**config.mk**
```make
export PLATFORM = sky130hd
export DESIGN_NAME = sls_top
export DESIGN_NICKNAME = d
export VERILOG_FILES = /design/src/sls_pkg.sv /design/src/sls_top.sv
export SDC_FILE = /design/constraint.sdc
export NUM_CORES = 1
export LEC_CHECK = 0
export ABC_AREA = 1
export BUFFER_PORTS_ARGS = -buffer_cell sky130_fd_sc_hd__buf_2
export CAP_MARGIN = 10
export CORE_MARGIN = 2
export CORE_UTILIZATION = 45
export CTS_CLUSTER_DIAMETER = 120
export DETAILED_ROUTE_END_ITERATION = 7
export PLACE_DENSITY_LB_ADDON = 0.05
export SLEW_MARGIN = 20
export SYNTH_ARGS = -nofsm -noshare
export SYNTH_HDL_FRONTEND = slang
export SYNTH_SLANG_ARGS = --single-unit
```
**constraint.sdc**
```tcl
create_clock -name clk_in -period 2.65 [get_ports clk_in]
set_clock_uncertainty 0.2 [all_clocks]
set_input_delay 0.1325 -clock clk_in [delete_from_list [all_inputs] [get_ports clk_in]]
set_output_delay 0.1325 -clock clk_in [all_outputs]
set_load 0.05 [all_outputs]
```
**src/sls_pkg.sv**
```systemverilog
// constants and types for the serial lane link status bank
package sls_pkg;
  // register indices; byte address is four times the index
  localparam logic [11:0] IDX_PAGE = 12'h0300;
  localparam logic [11:0] IDX_LANE4 = 12'h04b4;
  localparam logic [11:0] IDX_LANE5 = 12'h04b5;
  localparam logic [11:0] IDX_THRESH = 12'h04c0;
  localparam logic [11:0] IDX_EVT_STAT = 12'h04c1;
  localparam logic [11:0] IDX_EVT_CLR = 12'h04c2;
  localparam logic [11:0] IDX_EVT_EN = 12'h04c3;
  localparam int AW = 16;
  localparam int DW = 32;
  localparam int IDX_LSB = 2;
  // lanes per link held by this bank
  localparam int LANES = 2;
  // status field positions
  localparam int BIT_CGS = 0;
  localparam int BIT_FS = 1;
  localparam int BIT_CKS = 2;
  localparam int BIT_ILS = 3;
  localparam int BIT_ILD = 4;
  localparam int BIT_UEK = 5;
  localparam int BIT_NIT = 6;
  localparam int BIT_BDE = 7;
  localparam int SYNC_HI = 4;
  localparam int ERR_LO = 5;
  localparam int ERR_HI = 7;
  // event layout: error rise per lane, then sync loss per lane
  localparam int EVT_ERR = 0;
  localparam int EVT_LOSS = 2;
  localparam int EVT_W = 4;
  // reset values
  localparam logic [7:0] RST_STATUS = 8'h00;
  localparam logic [7:0] RST_THRESH = 8'hff;
  localparam logic [7:0] RST_PAGE = 8'h00;
  localparam logic [3:0] RST_EVT = 4'h0;
  localparam logic [31:0] RD_ZERO = 32'h0000_0000;

  // raw per-lane state from the receiver logic
  typedef struct packed {
    logic deskew_ok;
    logic init_sync_ok;
    logic checksum_ok;
    logic frame_sync_ok;
    logic codegroup_sync_ok;
    logic [7:0] disp_cnt;
    logic [7:0] invalid_cnt;
    logic [7:0] unexp_ctrl_cnt;
  } sls_lane_in_s;

  typedef enum logic [1:0] {
    ST_IDLE = 2'b01,
    ST_ACCESS = 2'b10
  } sls_apb_e;
endpackage

```
**src/sls_top.sv**
```systemverilog
// serial lane link status bank with apb slave and event interrupt
// How it works
// RL1 - bit 4 of each lane status reads 1 when inter-lane deskew succeeded, else 0.
// RL2 - bit 3 reads 1 while initial lane synchronization is achieved, 0 when lost.
// RL3 - bit 2 reads 1 when the lane configuration checksum is correct, 0 otherwise.
// RL4 - bit 1 reads 1 while frame synchronization is held, 0 once lost.
// RL5 - bit 0 reads 1 while code-group synchronization is achieved, 0 when lost.
// RL6 - bit 7 is set when the disparity error count is at or above the threshold.
// RL7 - bit 6 is set when the invalid symbol count is at or above the threshold.
// RL8 - bit 5 is set when the unexpected control count is at or above the threshold.
// RL9 - a lane status read returns the link chosen by the page register at 0x300; a page past the last link reads 0.
// RL10 - status clears to zero at reset and writes to it are ignored.
//
// Chosen here: register access over APB.
`timescale 1ns/1ns
`default_nettype none

module sls_top #(
  parameter int NUM_LINKS = 2
) (
  // clock and reset
  input wire logic clk_in,
  input wire logic sys_rst_in,
  // apb slave
  input wire logic psel_in,
  input wire logic penable_in,
  input wire logic pwrite_in,
  input wire logic [sls_pkg::AW-1:0] paddr_in,
  input wire logic [sls_pkg::DW-1:0] pwdata_in,
  input wire logic [3:0] pstrb_in,
  output logic pready_out,
  output logic pslverr_out,
  output logic [sls_pkg::DW-1:0] prdata_out,
  // receiver lane state, same clock, index link*LANES+lane
  input wire sls_pkg::sls_lane_in_s lane_in [NUM_LINKS*sls_pkg::LANES],
  // interrupt
  output logic irq_out
);

  localparam int NK = NUM_LINKS * sls_pkg::LANES;

  generate
    if (NUM_LINKS < 1 || NUM_LINKS > 256) begin : g_bad
      $error("NUM_LINKS must lie in 1..256");
    end
    // paged view and event layout assume two lanes per link
    if (sls_pkg::LANES != 2) begin : g_bad_lanes
      $error("LANES must be 2");
    end
    if (sls_pkg::EVT_W != 2 * sls_pkg::LANES) begin : g_bad_evt
      $error("EVT_W must hold one error and one loss bit per lane");
    end
    // index plus byte offset must fit the bus address with room to spare
    if (sls_pkg::AW < 13 + sls_pkg::IDX_LSB) begin : g_bad_aw
      $error("AW too narrow for the register index");
    end
  endgenerate

  // register index match, used by every decode
  function automatic logic reg_hit(
    input logic [sls_pkg::AW-1:0] addr,
    input logic [11:0] idx
  );
    logic [sls_pkg::AW-1:0] want;
    want = {{(sls_pkg::AW-12-sls_pkg::IDX_LSB){1'b0}}, idx, {sls_pkg::IDX_LSB{1'b0}}};
    return addr == want;
  endfunction

  // error flag test: count at or above the shared threshold, unsigned
  function automatic logic at_limit(
    input logic [7:0] cnt,
    input logic [7:0] thr
  );
    return cnt >= thr;
  endfunction

  sls_pkg::sls_apb_e state_ff;
  logic pready_ff;
  logic pslverr_ff;
  logic [sls_pkg::DW-1:0] prdata_ff;
  logic irq_ff;
  logic [7:0] page_ff;
  logic [7:0] thresh_ff;
  logic [sls_pkg::EVT_W-1:0] evt_ff;
  logic [sls_pkg::EVT_W-1:0] evt_en_ff;
  logic [7:0] stat_ff [NK];
  logic [7:0] nxt_stat [NK];
  logic [sls_pkg::EVT_W-1:0] nxt_evt;
  logic [sls_pkg::EVT_W-1:0] evt_set;
  logic [sls_pkg::EVT_W-1:0] evt_clr;
  logic [sls_pkg::DW-1:0] rd_data;
  logic rd_ok;
  logic wr_fire;
  logic [7:0] sel_l4;
  logic [7:0] sel_l5;
  logic wr_page;
  logic wr_thresh;
  logic wr_evt_en;
  logic wr_evt_clr;

  // status snapshot per link and lane
  genvar gk;
  generate
    for (gk = 0; gk < NK; gk++) begin : g_lane
      always_comb begin
        nxt_stat[gk] = sls_pkg::RST_STATUS;
        nxt_stat[gk][sls_pkg::BIT_ILD] = lane_in[gk].deskew_ok; // [RL1]
        nxt_stat[gk][sls_pkg::BIT_ILS] = lane_in[gk].init_sync_ok; // [RL2]
        nxt_stat[gk][sls_pkg::BIT_CKS] = lane_in[gk].checksum_ok; // [RL3]
        nxt_stat[gk][sls_pkg::BIT_FS] = lane_in[gk].frame_sync_ok; // [RL4]
        nxt_stat[gk][sls_pkg::BIT_CGS] = lane_in[gk].codegroup_sync_ok; // [RL5]
        nxt_stat[gk][sls_pkg::BIT_BDE] = at_limit(lane_in[gk].disp_cnt, thresh_ff); // [RL6]
        nxt_stat[gk][sls_pkg::BIT_NIT] = at_limit(lane_in[gk].invalid_cnt, thresh_ff); // [RL7]
        nxt_stat[gk][sls_pkg::BIT_UEK] = at_limit(lane_in[gk].unexp_ctrl_cnt, thresh_ff); // [RL8]
      end

      // status is hardware owned; no bus path reaches it
      always_ff @(posedge clk_in or posedge sys_rst_in) begin
        if (sys_rst_in) begin
          stat_ff[gk] <= sls_pkg::RST_STATUS; // [RL10]
        end else begin
          stat_ff[gk] <= nxt_stat[gk];
        end
      end
    end
  endgenerate

  // events: error flags rising from none set, or any sync bit dropping, any link
  always_comb begin
    evt_set = sls_pkg::RST_EVT;
    for (int k = 0; k < NK; k++) begin
      if (|nxt_stat[k][sls_pkg::ERR_HI:sls_pkg::ERR_LO] &&
          !(|stat_ff[k][sls_pkg::ERR_HI:sls_pkg::ERR_LO])) begin
        evt_set[sls_pkg::EVT_ERR + (k % sls_pkg::LANES)] = 1'b1;
      end
      if (|(stat_ff[k][sls_pkg::SYNC_HI:0] & ~nxt_stat[k][sls_pkg::SYNC_HI:0])) begin
        evt_set[sls_pkg::EVT_LOSS + (k % sls_pkg::LANES)] = 1'b1;
      end
    end
  end

  // paged view of the two lanes
  always_comb begin
    sel_l4 = sls_pkg::RST_STATUS;
    sel_l5 = sls_pkg::RST_STATUS;
    for (int l = 0; l < NUM_LINKS; l++) begin
      if (page_ff == l[7:0]) begin
        sel_l4 = stat_ff[l * sls_pkg::LANES]; // [RL9]
        sel_l5 = stat_ff[l * sls_pkg::LANES + 1]; // [RL9]
      end
    end
  end

  // read decode
  always_comb begin
    rd_ok = 1'b1;
    rd_data = sls_pkg::RD_ZERO;
    if (reg_hit(paddr_in, sls_pkg::IDX_LANE4)) begin
      rd_data[7:0] = sel_l4;
    end else if (reg_hit(paddr_in, sls_pkg::IDX_LANE5)) begin
      rd_data[7:0] = sel_l5;
    end else if (reg_hit(paddr_in, sls_pkg::IDX_PAGE)) begin
      rd_data[7:0] = page_ff;
    end else if (reg_hit(paddr_in, sls_pkg::IDX_THRESH)) begin
      rd_data[7:0] = thresh_ff;
    end else if (reg_hit(paddr_in, sls_pkg::IDX_EVT_STAT)) begin
      rd_data[sls_pkg::EVT_W-1:0] = evt_ff;
    end else if (reg_hit(paddr_in, sls_pkg::IDX_EVT_EN)) begin
      rd_data[sls_pkg::EVT_W-1:0] = evt_en_ff;
    end else if (reg_hit(paddr_in, sls_pkg::IDX_EVT_CLR)) begin
      rd_data = sls_pkg::RD_ZERO;
    end else begin
      rd_ok = 1'b0;
    end
  end

  // apb handshake: one wait-free access cycle after setup
  always_ff @(posedge clk_in or posedge sys_rst_in) begin
    if (sys_rst_in) begin
      state_ff <= sls_pkg::ST_IDLE;
      pready_ff <= 1'b0;
    end else begin
      case (state_ff)
        sls_pkg::ST_IDLE: begin
          if (psel_in && !penable_in) begin
            state_ff <= sls_pkg::ST_ACCESS;
            pready_ff <= 1'b1;
          end
        end
        sls_pkg::ST_ACCESS: begin
          state_ff <= sls_pkg::ST_IDLE;
          pready_ff <= 1'b0;
        end
        default: begin
          state_ff <= sls_pkg::ST_IDLE;
          pready_ff <= 1'b0;
        end
      endcase
    end
  end

  always_ff @(posedge clk_in or posedge sys_rst_in) begin
    if (sys_rst_in) begin
      prdata_ff <= sls_pkg::RD_ZERO;
      pslverr_ff <= 1'b0;
    end else if (state_ff == sls_pkg::ST_IDLE && psel_in && !penable_in) begin
      prdata_ff <= pwrite_in ? sls_pkg::RD_ZERO : rd_data;
      pslverr_ff <= !rd_ok;
    end else begin
      prdata_ff <= sls_pkg::RD_ZERO;
      pslverr_ff <= 1'b0;
    end
  end

  // write commits at the completing access edge only
  assign wr_fire = (state_ff == sls_pkg::ST_ACCESS) && psel_in && penable_in &&
                   pwrite_in && pstrb_in[0];

  // one decode per writable register; status registers have none
  assign wr_page = wr_fire && reg_hit(paddr_in, sls_pkg::IDX_PAGE);
  assign wr_thresh = wr_fire && reg_hit(paddr_in, sls_pkg::IDX_THRESH);
  assign wr_evt_en = wr_fire && reg_hit(paddr_in, sls_pkg::IDX_EVT_EN);
  assign wr_evt_clr = wr_fire && reg_hit(paddr_in, sls_pkg::IDX_EVT_CLR);

  always_ff @(posedge clk_in or posedge sys_rst_in) begin
    if (sys_rst_in) begin
      page_ff <= sls_pkg::RST_PAGE;
    end else if (wr_page) begin
      page_ff <= pwdata_in[7:0]; // [RL9]
    end
  end

  always_ff @(posedge clk_in or posedge sys_rst_in) begin
    if (sys_rst_in) begin
      thresh_ff <= sls_pkg::RST_THRESH;
    end else if (wr_thresh) begin
      thresh_ff <= pwdata_in[7:0];
    end
  end

  always_ff @(posedge clk_in or posedge sys_rst_in) begin
    if (sys_rst_in) begin
      evt_en_ff <= sls_pkg::RST_EVT;
    end else if (wr_evt_en) begin
      evt_en_ff <= pwdata_in[sls_pkg::EVT_W-1:0];
    end
  end

  // clear takes ones; a fresh event in the same cycle survives
  always_comb begin
    evt_clr = sls_pkg::RST_EVT;
    if (wr_evt_clr) begin
      evt_clr = pwdata_in[sls_pkg::EVT_W-1:0];
    end
    nxt_evt = (evt_ff & ~evt_clr) | evt_set;
  end

  always_ff @(posedge clk_in or posedge sys_rst_in) begin
    if (sys_rst_in) begin
      evt_ff <= sls_pkg::RST_EVT;
    end else begin
      evt_ff <= nxt_evt;
    end
  end

  // registered so the line is glitch free
  always_ff @(posedge clk_in or posedge sys_rst_in) begin
    if (sys_rst_in) begin
      irq_ff <= 1'b0;
    end else begin
      irq_ff <= |(nxt_evt & evt_en_ff);
    end
  end

  assign pready_out = pready_ff;
  assign pslverr_out = pslverr_ff;
  assign prdata_out = prdata_ff;
  assign irq_out = irq_ff;

endmodule

`default_nettype wire

```
==> After elaboration in Yosys (flattened, before gate mapping) <==
Index checks and enable logic that the tools add are counted.
Widths: inputs -> output; s select.
{ "totals": {"ff_bits": 93, "out_inout_bits": 35} }
{ "op_classes": {"order_cmp": 12, "n_eq_ne": 11, "n_mux": 33, "n_bitwise": 12, "reduce_logical": 35} }
{ "op_table": {"columns": ["cell", "n"], "rows": [
  ["$eq 16x13->1 const B", 6],
  ["$ge 8x8->1", 12],
  ["$mux 8", 10],
  ["$reduce_or 3->1", 8],
  ["$and 5x5->5", 4],
  ["$not 5->5", 4],
  ["$reduce_or 5->1", 4],
  ["$mux 1", 18],
  ["$eq 16x12->1 const B", 1],
  ["$logic_and 1x1->1", 15],
  ["$mux 4", 3],
  ["$and 4x4->4", 2],
  ["$eq 8x1->1 const B", 1],
  ["$logic_not 8->1", 1],
  ["$logic_not 1->1", 6],
  ["$mux 2", 2],
  ["$not 4->4", 1],
  ["$or 4x4->4", 1],
  ["$reduce_or 4->1", 1],
  ["$eq 2x1->1 const B", 1],
  ["$eq 2x2->1 const B", 1],
  ["$ne 2x2->1 const B", 1]
]} }

==> Depth between registers and ports, before layout <==
{ "logic_depth": {"depth_word": 12, "depth_mapped": 15, "mapped_depth_nobuf": 15} }

==> Least setup slack after synthesis <==
No wires, ideal clock.
{ "synth_path": {"path_type": "reg2reg", "start": "register thresh_ff[7]", "end": "register irq_ff, in the netlist irq_out", "t_arrival_ns": 1.732, "slack_ns": 0.594, "path_stages_with_launch": 12, "path_buffers": 0, "cell_sequence": "dfstp_2 > inv_1 > ha_1 > a21o_1 > a31oi_1 > nand2_1 > nor2_1 > nand2_1 > nand2_1 > nand3_1 > nand2_1 > nand3_1"} }
{ "synth_via": {"elab_chain_cells": 8, "word_cells_on_any_way": 27} }
{ "synth_rtl": {"columns": ["item", "line_no", "source"], "rows": [
  ["start, declared", "sls_top.sv:83", "logic [7:0] thresh_ff;"],
  ["start signal, assigned", "sls_top.sv:235", "thresh_ff <= sls_pkg::RST_THRESH;"],
  ["start signal, assigned", "sls_top.sv:237", "thresh_ff <= pwdata_in[7:0];"],
  ["$ge 8x8->1", "sls_top.sv:74", "return cnt >= thr;"],
  ["$reduce_or 3->1", "sls_top.sv:132", "if (|nxt_stat[k][sls_pkg::ERR_HI:sls_pkg::ERR_LO] &&"],
  ["$logic_and 1x1->1", "sls_top.sv:132", null],
  ["$mux 1", "sls_top.sv:132", null],
  ["$mux 1 (*)", "sls_top.sv:132", null],
  ["$or 4x4->4 (*)", "sls_top.sv:255", "nxt_evt = (evt_ff & ~evt_clr) | evt_set;"],
  ["net nxt_evt (one bit)", "sls_top.sv:88", "logic [sls_pkg::EVT_W-1:0] nxt_evt;"],
  ["$and 4x4->4 (*)", "sls_top.sv:271", "irq_ff <= |(nxt_evt & evt_en_ff);"],
  ["$reduce_or 4->1 (*)", "sls_top.sv:271", null],
  ["end signal, assigned", "sls_top.sv:271", null],
  ["end, declared", "sls_top.sv:81", "logic irq_ff;"]
]} }
Mark *: on every way through the listed nets, which the timed path passes. The rest lies on a longest branch.
A chain may end at the register's enable or synchronous reset.

==> impl_metrics.json <==
{
  "result_of_the_run": "finished, final reports clean",
  "grt-ovfl-total": 0,
  "initial_utilization": 0.466,
  "die_area_um2": 13400,
  "antenna_cells": 0,
  "vias": 5407,
  "post-route-cell-area_um2": 7370,
  "crit_path_max_incr_delay_ns": 0.56,
  "routabilityCongestion": 0.870,
  "multi_input_comb_area_um2": 3400,
  "maximum_level_of_the_cts_h_tree": 3,
  "cell_with_the_most_instances_after_synthesis": "sky130_fd_sc_hd__nand2_1",
  "power_density_normalized_to_cell_area_nw_per_um2": 409,
  "synth_cells": 719,
  "yosysSeqAreaShare": 0.304,
  "finalHoldViolCount": 0,
  "number_of_flops_mapped_to_enable_cells_by_yosys": 0,
  "worst_path_max_fanout": 6,
  "max-clock-path-buffers": 2,
  "setup_viol": 0,
  "layout.core_utilization": 0.609,
  "critical_path.slowest_cell": "sky130_fd_sc_hd__dfstp_2",
  "synthToLayoutAreaGrowth_pct": 30.7,
  "timing.setup.tns_ns": 0,
  "clkTransAtPathRegs_ns": 0.06,
  "route.antenna.remaining_nets": 0,
  "core_um2": 12100,
  "reg2reg_to": "irq_out",
  "antenna_found_initial": 0,
  "regToRegStartpoint": "thresh_ff[5]",
  "final_cell_count_no_fill": 1101,
  "timing.max_cap.violations": 0,
  "share_of_post_route_cells_with_drive_strength_above_1": 0.257,
  "hold_depth": 5,
  "chain_of_cells_forming_the_critical_path": "clkinvlp_4 -> buf_4 -> ha_1 -> a21oi_1 -> nor2_1 -> nor2_1 -> nand3_2 -> nor2_1 -> nand2_1 -> nand2_1 -> nand3_1 -> nand2_1 -> nand3_1",
  "nets": 1197,
  "fmax_ghz": 0.404,
  "die_height_um": 116,
  "leakage_nw": 3.83,
  "clock_net_sink_count": 68,
  "final_max_slew_viol_count": 0,
  "drt_pass_1_iters": 4,
  "detailed_place.area_um2": 6550,
  "rows": 40,
  "seq_area_um2": 1710,
  "minimum_period_implied_by_the_final_worst_setup_slack_ns": 2.48,
  "netlist_area_before_placement_um2": 5640,
  "synth.top_cells.by_area": "sky130_fd_sc_hd__dfrtp_1 (26%), sky130_fd_sc_hd__ha_1 (21%), sky130_fd_sc_hd__nand2_1 (11%)",
  "grt.total_usage": 0.236,
  "reg2reg_slack_ns": 0.17,
  "number_of_global_route_vias_before_repair": 5329,
  "drt-initial-drc-count": 264,
  "hold_end": "pslverr_out",
  "cp.required_ns": 2.67,
  "post-route-period-util": 0.935,
  "clock_insertion_delay_worst_skew_ns": 0.33,
  "async_flop_share": 1.00,
  "numPortBuffers": 156,
  "place.detailed.instances": 1043,
  "flip_flop_and_latch_count_after_synthesis": 68,
  "hp-class": "input pin to flop",
  "tritoncts.num_buffers": 9,
  "first_pass_grt_wire_length_um": 24700,
  "min_from": "paddr_in[0]",
  "crit_path_start_kind": "flop",
  "synthesis.yosys.warnings": 0,
  "synth_ff_type": "sky130_fd_sc_hd__dfrtp_1",
  "yosysUniqueCellTypes": 37,
  "r2r.worst_path.cells": 13,
  "finalWirelength_um": 15300,
  "ys_top_cells_by_count": "sky130_fd_sc_hd__nand2_1 (170), sky130_fd_sc_hd__inv_1 (99), sky130_fd_sc_hd__ha_1 (96), sky130_fd_sc_hd__dfrtp_1 (59), sky130_fd_sc_hd__nor2_1 (42)",
  "route.detailed.wl_per_inst_um": 13.9,
  "synth_largest_type_area_fraction": 0.262,
  "timing.slew.headroom": 0.566,
  "fillers": 1144,
  "post_synth_top_area_cell": "sky130_fd_sc_hd__dfrtp_1",
  "cts_tree": "done",
  "ioPinCount": 208,
  "timing_worst_slew_pin_value_ns": 0.650,
  "ctsRootBufferMaster": "sky130_fd_sc_hd__clkbuf_16",
  "syn_avg_cell_area_um2": 7.84,
  "worstPathArrival_ns": 2.50,
  "grt_setup_unrepaired": "no",
  "hpwlAfterDp_um": 11900,
  "critPathKind": "flop to flop",
  "die_x_um": 116,
  "critPathCaptureType": "flop",
  "detail_route.vias_per_cell": 4.91,
  "grt_max_degree": 28,
  "ir_worst_vdd_mv": 0.391,
  "drc_violations": 0
}
placed cells by master, fill, tap and decap left out, types with 4 or more instances in the layout:
cell,Yosys,routed
sky130_fd_sc_hd__o21ai_0,9,9
sky130_fd_sc_hd__o22ai_1,5,5
sky130_fd_sc_hd__a31oi_1,4,4
sky130_fd_sc_hd__nand4_1,16,16
sky130_fd_sc_hd__conb_1,1,24
sky130_fd_sc_hd__nor2_1,42,42
sky130_fd_sc_hd__o21bai_1,4,4
sky130_fd_sc_hd__o21ai_1,27,27
sky130_fd_sc_hd__nor3_1,11,11
sky130_fd_sc_hd__a21o_1,8,8
sky130_fd_sc_hd__dfstp_2,9,9
sky130_fd_sc_hd__nor2_4,8,8
sky130_fd_sc_hd__buf_2,3,156
sky130_fd_sc_hd__o221ai_1,5,5
sky130_fd_sc_hd__inv_1,99,93
sky130_fd_sc_hd__nand2_1,170,170
sky130_fd_sc_hd__dfrtp_1,59,59
sky130_fd_sc_hd__inv_2,7,8
sky130_fd_sc_hd__nor2_2,6,6
sky130_fd_sc_hd__dlygate4sd3_1,0,32
sky130_fd_sc_hd__nand3_1,38,37
sky130_fd_sc_hd__clkbuf_16,0,9
sky130_fd_sc_hd__ha_1,96,96
sky130_fd_sc_hd__o21a_1,5,5
sky130_fd_sc_hd__buf_12,0,4
sky130_fd_sc_hd__a21oi_1,38,38
sky130_fd_sc_hd__clkinvlp_4,0,5
sky130_fd_sc_hd__buf_4,25,11
how the worst max path moves through the flow:
stage | start | to | slack [ns]
2_1_floorplan | thresh_ff[7] | irq_out | 0.59
3_3_place_gp | thresh_ff[3] | irq_out | 0.17
3_5_place_dp | thresh_ff[7] | irq_out | 0.09
4_1_cts | thresh_ff[7] | irq_out | 0.08
5_1_grt | thresh_ff[4] | irq_out | 0.02
6_report | thresh_ff[5] | irq_out | 0.17
cell families (layout without fill, tap and decap cells):
kind of cell	after synthesis	in the layout	share of synthesized area
adders and majority gates	96	96	0.213
and+or+nand+nor	309	309	0.262
other	1	24	0.000665
buffers and inverters	136	327	0.109
DFF	68	68	0.304
AOI/OAI and AO/OA	109	109	0.112
critical path: cells and delay by family (launching register included):
family | cells | cell delay (ns)
fa+ha+maj | 1 | 0.28
flops | 1 | 0.56
simple gates | 9 | 0.79
buf+inv | 2 | 0.37
compound gates | 1 | 0.16
per-layer routing:
| layer | vias up | global-route usage | routed length, um |
|---|---|---|---|
| met2 | 145 | 0.429 | 7730 |
| met3 | 14 | 0.0403 | 710 |
| li1 | 2773 | - | - |
| met1 | 2475 | 0.289 | 6680 |
| met5 | - | 0 | 0 |
| met4 | 0 | 0.0619 | 213 |
through the flow:
| step | worst slack (ns) | hold slack, ns | total power [mW] |
|---|---|---|---|
| 2_1_floorplan | 0.594 | -0.0361 | 1.44 |
| 3_3_place_gp | 0.172 | 0.0144 | 1.58 |
| 3_5_place_dp | 0.0889 | 0.0206 | 1.60 |
| 4_1_cts | 0.0809 | 0.0403 | 3.04 |
| 5_1_grt | 0.0198 | 0.0934 | 3.17 |
| 6_report | 0.173 | 0.0408 | 3.02 |
sequential cells by signal, indices dropped and copies added, names as in the netlist:
signal,cells
irq_out,1
pslverr_out,1
evt_en_ff,4
state_ff,2
thresh_ff,8
prdata_out,8
page_ff,8
evt_ff,4
stat_ff,32
report_power, final:
group	total (mW)	internal [mW]	switching, mW
logic	0.532	0.221	0.311
clock network	1.40	0.968	0.430
registers	1.09	1.07	0.0145
repair_timing:
item                       in CTS  in global routing
buffers inserted                0                 10
resized for setup               0                  7
hold endpoints to repair       77                  0
setup endpoints to repair       0                  1
hold buffers                   32                  0
cell type report:
type                    count  area share
multi-input cells         538       0.461
flip-flops and latches     68       0.232
well taps                 168      0.0285
repair buffers            204       0.173
inverters                 107      0.0570
clock inverters             4      0.0129
clock buffers              12      0.0348
Note: power is estimated with default switching activity, not from simulation.
